<file path="config.mk">
export PLATFORM = sky130hd
export DESIGN_NAME = cfl_port
export DESIGN_NICKNAME = d
export VERILOG_FILES = /design/src/logic/cfl_pkg.sv /design/src/logic/cfl_port.sv
export SDC_FILE = /design/constraint.sdc
export NUM_CORES = 1
export LEC_CHECK = 0
export ABC_AREA = 1
export BUFFER_PORTS_ARGS = -buffer_cell sky130_fd_sc_hd__buf_2
export CELL_PAD_IN_SITES_DETAIL_PLACEMENT = 1
export CELL_PAD_IN_SITES_GLOBAL_PLACEMENT = 1
export CORE_MARGIN = 8
export CORE_UTILIZATION = 30
export CTS_CLUSTER_DIAMETER = 150
export DETAILED_ROUTE_END_ITERATION = 10
export PLACE_DENSITY_LB_ADDON = 0.25
export SKIP_CTS_REPAIR_TIMING = 1
export SYNTH_ARGS = -nofsm -noshare
export SYNTH_HDL_FRONTEND = slang
export SYNTH_SLANG_ARGS = --single-unit
</file>
<file path="constraint.sdc">
create_clock -name clk_sys_in -period 2.1 [get_ports clk_sys_in]
set_input_delay 0.105 -clock clk_sys_in [delete_from_list [all_inputs] [get_ports clk_sys_in]]
set_output_delay 0.105 -clock clk_sys_in [all_outputs]
set_load 0.01 [all_outputs]
</file>
<file path="src/logic/cfl_pkg.sv">
package cfl_pkg;
  // Clock rate and the master hold time, rounded up to whole cycles.
  localparam int unsigned CLK_PERIOD_NS      = 40;
  localparam int unsigned MASTER_HOLD_MIN_US = 30;
  localparam int unsigned MASTER_HOLD_CYCLES =
    (MASTER_HOLD_MIN_US * 1000 + CLK_PERIOD_NS - 1) / CLK_PERIOD_NS;
  localparam int unsigned HOLD_CNT_W         = 10;
  localparam logic [HOLD_CNT_W-1:0] HOLD_LAST = HOLD_CNT_W'(MASTER_HOLD_CYCLES - 1);
  // Memory clear and PROM access times in cycles.
  localparam logic [7:0] MEM_CLEAR_LAST   = 8'h3f;
  localparam logic [7:0] PROM_ACCESS_LAST = 8'h03;
  localparam logic [7:0] CNT_ZERO         = 8'h00;
  // Widths of the PROM address and the data byte.
  localparam int unsigned ADDR_LOW_W = 18;
  localparam int unsigned ADDR_EXT_W = 4;
  localparam int unsigned ADDR_W     = ADDR_LOW_W + ADDR_EXT_W;
  localparam int unsigned BYTE_W     = 8;
  localparam logic [ADDR_W-1:0] ADDR_RESET = 22'h000000;
  localparam logic [ADDR_W-1:0] ADDR_ONE   = 22'h000001;
  localparam logic [BYTE_W-1:0] BYTE_RESET = 8'h00;
  localparam logic [6:0]        STATUS_PAD = 7'h7f;
  // Mode select codes.
  localparam logic [2:0] MODE_MASTER_SER = 3'h0;
  localparam logic [2:0] MODE_MASTER_PAR = 3'h6;
  localparam logic [2:0] MODE_PERIPH     = 3'h5;
  localparam logic [2:0] MODE_EXPRESS    = 3'h2;
  localparam logic [2:0] MODE_RESET      = 3'h7;
  // Host side pins of the peripheral port.
  typedef struct packed {
    logic              cs_low_n;
    logic              cs_high;
    logic              write_strobe_n;
    logic              read_strobe_n;
    logic [BYTE_W-1:0] data;
  } cfl_host_pins_s;
  localparam cfl_host_pins_s HOST_IDLE = 12'hbff;
  typedef enum logic [2:0] {
    ST_POWER, ST_CLEAR, ST_WAIT_INIT, ST_MASTER_WAIT, ST_CONFIG, ST_ERROR, ST_DONE
  } cfl_state_e;
  typedef enum logic [1:0] {F_WAIT, F_SAMPLE, F_EDGE, F_STEP} cfl_fetch_e;
endpackage

</file>
<file path="src/logic/cfl_port.sv">
module cfl_port
  import cfl_pkg::*;
(
  input  wire logic                  clk_sys_in,
  input  wire logic                  rstn_in,
  input  wire logic                  power_stable_in,
  input  wire logic                  cfg_error_in,
  input  wire logic                  io_active_in,
  input  wire logic                  wide_addr_in,
  input  wire logic [2:0]            mode_select_pins_in,
  input  wire logic                  init_n_in,
  output logic                       init_n_out,
  output logic                       init_n_oe_out,
  input  wire cfl_host_pins_s        host_pins_in,
  output logic [BYTE_W-1:0]          config_byte_bus_out,
  output logic                       config_byte_bus_oe_out,
  output logic                       host_ready_flag_out,
  output logic [ADDR_LOW_W-1:0]      prom_addr_low_out,
  output logic [ADDR_EXT_W-1:0]      prom_addr_ext_out,
  output logic                       addr_change_strobe_out,
  output logic [2:0]                 mode_out,
  output logic [BYTE_W-1:0]          cfg_byte_out,
  output logic                       cfg_byte_valid_out,
  input  wire logic                  cfg_byte_ready_in
);
  // Pin inputs pass two flops; only the second stage is read by logic.
  logic           init_m, init_s;
  logic [2:0]     mode_m, mode_s;
  cfl_host_pins_s host_m, host_s;
  always_ff @(posedge clk_sys_in) begin
    if (!rstn_in) begin
      init_m <= 1'b1;
      init_s <= 1'b1;
      mode_m <= MODE_RESET;
      mode_s <= MODE_RESET;
      host_m <= HOST_IDLE;
      host_s <= HOST_IDLE;
    end else begin
      init_m <= init_n_in;
      init_s <= init_m;
      mode_m <= mode_select_pins_in;
      mode_s <= mode_m;
      host_m <= host_pins_in;
      host_s <= host_m;
    end
  end

  cfl_state_e            state, next_state;
  cfl_fetch_e            fetch, next_fetch;
  logic [HOLD_CNT_W-1:0] hold_cnt, next_hold_cnt;
  logic [7:0]            cnt, next_cnt;
  logic [2:0]            mode, next_mode;
  logic [ADDR_W-1:0]     addr, next_addr;
  logic [BYTE_W-1:0]     buf_data, next_buf_data, bus_data, next_bus_data;
  logic                  buf_full, next_buf_full, bus_oe, next_bus_oe;
  logic                  strobe, next_strobe, init_oe, next_init_oe;
  logic                  wr_prev, next_wr_prev;
  logic                  is_master, in_cfg, sel, wr_act, rd_act, wr_take;

  // Select decode; express mode gates on the high select alone.
  always_comb begin
    is_master = (mode == MODE_MASTER_SER) || (mode == MODE_MASTER_PAR);
    in_cfg    = (state == ST_CONFIG);
    if (mode == MODE_EXPRESS) begin
      sel = host_s.cs_high;
    end else begin
      sel = !host_s.cs_low_n && host_s.cs_high;
    end
    wr_act  = in_cfg && (mode == MODE_PERIPH || mode == MODE_EXPRESS) && sel &&
              !host_s.write_strobe_n;
    // A write taken on the strobe's leading level; a full buffer drops it.
    wr_take = wr_act && !wr_prev && !buf_full;
    // Write strobe overrides a simultaneous read.
    rd_act  = in_cfg && mode == MODE_PERIPH && sel && !host_s.read_strobe_n &&
              host_s.write_strobe_n;
  end

  // Next state of the sequencer, buffer, port and PROM fetch.
  always_comb begin
    next_state    = state;
    next_fetch    = fetch;
    next_hold_cnt = hold_cnt;
    next_cnt      = cnt;
    next_mode     = mode;
    next_addr     = addr;
    next_buf_data = buf_data;
    next_buf_full = buf_full;
    next_strobe   = 1'b0;
    next_wr_prev  = wr_act;
    next_init_oe  = 1'b0;
    next_bus_oe   = rd_act;
    next_bus_data = {!buf_full, STATUS_PAD};
    if (buf_full && cfg_byte_ready_in) begin
      next_buf_full = 1'b0;
    end
    case (state)
      ST_POWER: begin
        next_init_oe = 1'b1;
        if (power_stable_in) begin
          next_state = ST_CLEAR;
          next_cnt   = CNT_ZERO;
        end
      end
      ST_CLEAR: begin
        next_init_oe = 1'b1;
        next_cnt     = cnt + 8'h01;
        if (cnt == MEM_CLEAR_LAST) begin
          next_state   = ST_WAIT_INIT;
          next_init_oe = 1'b0;
        end
      end
      ST_WAIT_INIT: begin
        // An external low keeps the device here.
        if (init_s) begin
          next_mode     = mode_s;
          next_hold_cnt = '0;
          next_cnt      = CNT_ZERO;
          next_fetch    = F_WAIT;
          next_addr     = ADDR_RESET;
          if (mode_s == MODE_MASTER_SER || mode_s == MODE_MASTER_PAR) begin
            next_state = ST_MASTER_WAIT;
          end else begin
            next_state = ST_CONFIG;
          end
        end
      end
      ST_MASTER_WAIT: begin
        next_hold_cnt = hold_cnt + 1'b1;
        if (hold_cnt == HOLD_LAST) begin
          next_state = ST_CONFIG;
        end
      end
      ST_CONFIG: begin
        if (cfg_error_in) begin
          next_state   = ST_ERROR;
          next_init_oe = 1'b1;
          next_bus_oe  = 1'b0;
        end else if (io_active_in) begin
          next_state  = ST_DONE;
          next_bus_oe = 1'b0;
        end
        if (wr_take) begin
          next_buf_data = host_s.data;
          next_buf_full = 1'b1;
        end
        // PROM fetch: sample, raise the strobe, then step the address.
        if (mode == MODE_MASTER_PAR) begin
          case (fetch)
            F_WAIT: begin
              next_cnt = cnt + 8'h01;
              if (cnt == PROM_ACCESS_LAST) begin
                next_fetch = F_SAMPLE;
              end
            end
            F_SAMPLE: begin
              if (!buf_full) begin
                next_buf_data = host_s.data;
                next_buf_full = 1'b1;
                next_fetch    = F_EDGE;
              end
            end
            F_EDGE: begin
              next_strobe = 1'b1;
              next_fetch  = F_STEP;
            end
            F_STEP: begin
              next_addr  = addr + ADDR_ONE;
              next_cnt   = CNT_ZERO;
              next_fetch = F_WAIT;
            end
            default: next_fetch = F_WAIT;
          endcase
        end
      end
      ST_ERROR: begin
        // The error stays flagged until the device is reset.
        next_init_oe = 1'b1;
        next_bus_oe  = 1'b0;
      end
      ST_DONE: begin
        next_bus_oe = 1'b0;
      end
      default: next_state = ST_POWER;
    endcase
    if (state != ST_CONFIG) begin
      next_bus_oe = 1'b0;
    end
  end

  // Registers of the sequencer.
  always_ff @(posedge clk_sys_in) begin
    if (!rstn_in) begin
      state    <= ST_POWER;
      fetch    <= F_WAIT;
      hold_cnt <= '0;
      cnt      <= CNT_ZERO;
      mode     <= MODE_RESET;
      addr     <= ADDR_RESET;
      buf_data <= BYTE_RESET;
      buf_full <= 1'b0;
      bus_data <= BYTE_RESET;
      bus_oe   <= 1'b0;
      strobe   <= 1'b0;
      init_oe  <= 1'b1;
      wr_prev  <= 1'b0;
    end else begin
      state    <= next_state;
      fetch    <= next_fetch;
      hold_cnt <= next_hold_cnt;
      cnt      <= next_cnt;
      mode     <= next_mode;
      addr     <= next_addr;
      buf_data <= next_buf_data;
      buf_full <= next_buf_full;
      bus_data <= next_bus_data;
      bus_oe   <= next_bus_oe;
      strobe   <= next_strobe;
      init_oe  <= next_init_oe;
      wr_prev  <= next_wr_prev;
    end
  end

  // Output drive; the hold/error line is open drain, so it only pulls low.
  assign init_n_out             = 1'b0;
  assign init_n_oe_out          = init_oe;
  assign config_byte_bus_out    = bus_data;
  assign config_byte_bus_oe_out = bus_oe;
  assign host_ready_flag_out    = !buf_full;
  assign prom_addr_low_out      = addr[ADDR_LOW_W-1:0];
  assign prom_addr_ext_out      = wide_addr_in ? addr[ADDR_W-1:ADDR_LOW_W] : '0;
  assign addr_change_strobe_out = strobe;
  assign mode_out               = mode;
  assign cfg_byte_out           = buf_data;
  assign cfg_byte_valid_out     = buf_full;
endmodule

</file>
==> summary.md <==
| Metric | Value |
|---|---|
| Top Ports | 70 |
| LEAKAGE | 0.00228 µW |
| Core area | 15000 µm² |
| Min-Delay Path Class | in2reg |
| # DRC | 0 |
| Max-Cap Viols | 0 |
| Mean Syn Cell Area | 7.30 µm² |
| Asr flop ratio synth | 0 |
| Layout cell share with drive strength beyond 1 | 0.213 |
| Initial DRT Pass Iterations | 4 |
| Die H | 139 µm |
| First-pass GRT wire length | 20.4 mm |
| Worst path cell trace | inv_1, nand2_2, nor2_8, nand2_4, nand2_4, nor2_8, nand2_1, nor2_1, nand3_1, nand2_1, nor2_1 |
| PD cells | 873 nW/µm² |
| Skew final | 0.00621 ns |
| Post-synth EDFFs | 0 |
| Status | finished, final reports clean |
| Antenna violations before repair | 0 |
| Critical path buffer and inverter count | 1 |
| Mapped Area | 4550 µm² |
| Yosys warns | 0 |
| CP startpoint kind | flop |
| Row count | 45 |
| RSZ-0062 raised after global routing | no |
| I/O Buffers | 68 |
| Count of cell types in the netlist | 40 |
| CP endpoint kind | flop |
| Die width | 139 µm |
| Number of buffers created by CTS | 9 |
| Initial drt markers | 155 |
| Total placed cells including tap cells | 845 |
| Final setup fails | 0 |
| Wire per inst | 13.8 µm |
| Cell taking the most area after synthesis | dfxtp_1 |
| Setup crit end | addr[5]$_SDFFE_PN0P_ |
| CP top delay family | simple AND/OR/NAND/NOR gates |
| Grt ovf | 0 |
| Arr. time, crit path | 2.16 ns |
| Sequential area share after synthesis | 0.418 |
| Vias in the first global route | 4253 |
| Layout Nets | 716 |
| Root buf cell | clkbuf_16 |
| Sequential Area | 1900 µm² |
| Vias per cell | 4.72 |
| Max Freq | 0.524 GHz |
| Setup TNS | 0 ns |
| Top cells by area, synth | dfxtp_1 (42%), nand2_1 (11%), nor2_1 (5.5%) |
| CTS tree | done |
| DP Area | 4910 µm² |
| H-tree levels | 3 |
| Multi-input gate area | 2150 µm² |
| Cell Count, Final, Fillers Out | 878 |
| Synth top area share | 0.418 |
| Synth Register Bits | 95 |
| Commonest register cell after synthesis | dfxtp_1 |
| DIE AREA | 19400 µm² |
| Clk_lat worst skew | 0.35 ns |
| Post-detail-place hpwl | 8.94 mm |
| Starting density of the core | 0.303 |
| CP max stage delay | 0.49 ns |
| Slew margin rel. | 0.607 |
| Max Root-Sink Buffers | 2 |
| Slowest cell on crit path | dfxtp_1 |
| CP Class | reg2reg |
| Cells after Synth | 623 |
| Peak VDD IR | 422 µV |
| Ant. Diodes | 0 |
| Fin crit share | 0.909 |
| CTS Sinks | 95 |
| Antenna Nets Post-Route | 0 |
| Global-route usage over all layers | 0.127 |
| Worst reg-to-reg setup slack | 0.19 ns |
| Vias | 4140 |
| Final WL | 12.1 mm |
| Pin count of the biggest net entering global routing | 56 |
| Fin. Hold Viols | 0 |
| Fillers | 1848 |
| WP depth | 11 |
| Period minus WS final | 1.91 ns |
| Worst r2r dst | addr[5]$_SDFFE_PN0P_ |
| Finished Cell Area | 5370 µm² |
| Worst slew pin tran | 0.589 ns |
| RD Place Congestion | 0.802 |
| Critical path fanouts, max | 18 |
| R2R depth | 11 |
| Hold WS | 0.113 ns |
| Clock Pin Slew Worst Setup and Hold Paths | 0.07 ns |
| Total nets after synthesis | 654 |
| CP Launch Point | state[1]$_SDFFE_PN0P_ |
| Area delta synth->final | 18.1% |
| WP data required | 2.35 ns |
| Max Slew Vio Count | 0 |
| FF-to-FF Start | state[1]$_SDFFE_PN0P_ |
-- worst register-to-register path: cells and delay by family, from the launching register on --
family,cells,cell delay [ns]
simple gates,10,1.19
buf+inv,1,0.13
flops,1,0.49
-- per-layer routing --
metal,GRT usage,vias to the layer above,part of all wire
met5,0,-,0
met4,0.0410,0,0.012
met3,0.0399,11,0.040
met2,0.211,65,0.46
met1,0.154,1951,0.48
li1,-,2113,-
-- kinds of logic (layout without fill, tap and decap cells) --
| logic type | Yosys count | in the layout | synth area share |
|---|---|---|---|
| fa+ha+maj | 8 | 8 | 0.0220 |
| compound gates | 84 | 84 | 0.104 |
| flops | 95 | 95 | 0.418 |
| xor+xnor | 2 | 2 | 0.00385 |
| other cells | 1 | 1 | 0.000824 |
| buf+inv | 104 | 171 | 0.109 |
| simple gates | 329 | 329 | 0.342 |
-- stage by stage --
stage	setup slack, ns	total power [µW]	util
detailed placement	0.0523	3100	0.327
floorplan	0.529	2790	-
global placement	0.119	3060	0.327
finish	0.192	4690	0.357
CTS	0.00188	4740	0.346
global route	0.0187	4980	0.357
-- placed cells by master (no fill, tap or decap), types with 3 or more instances in the layout --
cell type      synthesis  routed
inv_1                 60      60
buf_2                  3      68
or2_2                 31      31
nand4_1               15      15
inv_2                  4       4
o211ai_1               4       4
nand3_1               44      44
clkbuf_16              0       9
nor3_1                18      18
dfxtp_1               95      95
nor2_2                 3       4
ha_1                   8       8
nor2_1                67      66
a211oi_1               3       3
nand2_4                4       4
a21oi_1               42      42
o21ai_0               21      21
nand2_2                7       7
dlygate4sd3_1          0      17
nand3b_1               4       4
buf_4                 27       6
nand2_1              128     128
o21ai_1                4       4
-- flip-flops by register name (all words and copies together), names as in the netlist, named ones only --
name                    cells
addr                       22
host_m                     12
host_s                     12
hold_cnt                   10
cnt                         8
mode_m                      3
mode_out                    3
mode_s                      3
state                       3
config_byte_bus_out         2
fetch                       2
addr_change_strobe_out      1
cfg_byte_valid_out          1
config_byte_bus_oe_out      1
init_m                      1
init_n_oe_out               1
init_s                      1
wr_prev                     1
-- cell usage after synthesis, drive strengths merged, types with 3 or more instances --
master,count
a211oi,3
a21oi,42
buf,31
clkbuf,9
dfxtp,95
ha,8
inv,64
nand2,139
nand3,45
nand3b,4
nand4,15
nor2,73
nor3,18
o211ai,4
o21ai,26
or2,31
-- how the worst min path moves through the flow --
| stage | start | to | slack [ns] | depth (start not counted) |
|---|---|---|---|---|
| 5_1_grt | io_active_in | config_byte_bus_oe_out$_SDFF_PP0_ | 0.12 | 4 |
| 3_3_place_gp | mode_select_pins_in[2] | mode_m[2]$_SDFF_PN1_ | 0.29 | 2 |
| 4_1_cts | host_pins_in[5] | host_m[5]$_SDFF_PN1_ | -0.09 | 2 |
| 6_report | io_active_in | config_byte_bus_oe_out$_SDFF_PP0_ | 0.11 | 4 |
| 2_1_floorplan | rstn_in | config_byte_bus_out[5]$_DFF_P_ | 0.13 | 0 |
| 3_5_place_dp | host_pins_in[10] | host_m[10]$_SDFF_PN0_ | 0.29 | 3 |
-- power by group --
part / switching (µW) / internal [µW] / total (µW)
combinational: 717 / 334 / 1050
clock: 786 / 834 / 1620
sequential: 110 / 1910 / 2020
total: 1610 / 3080 / 4690
-- cell type report --
class,count,share of cell area
inverters,64,0.0447
repair buffers,91,0.103
multi-input cells,424,0.401
clock buffers,10,0.0426
flip-flops and latches,95,0.354
clock inverters,6,0.0107
well taps,188,0.0438
Note: power is estimated with default switching activity, not from simulation.
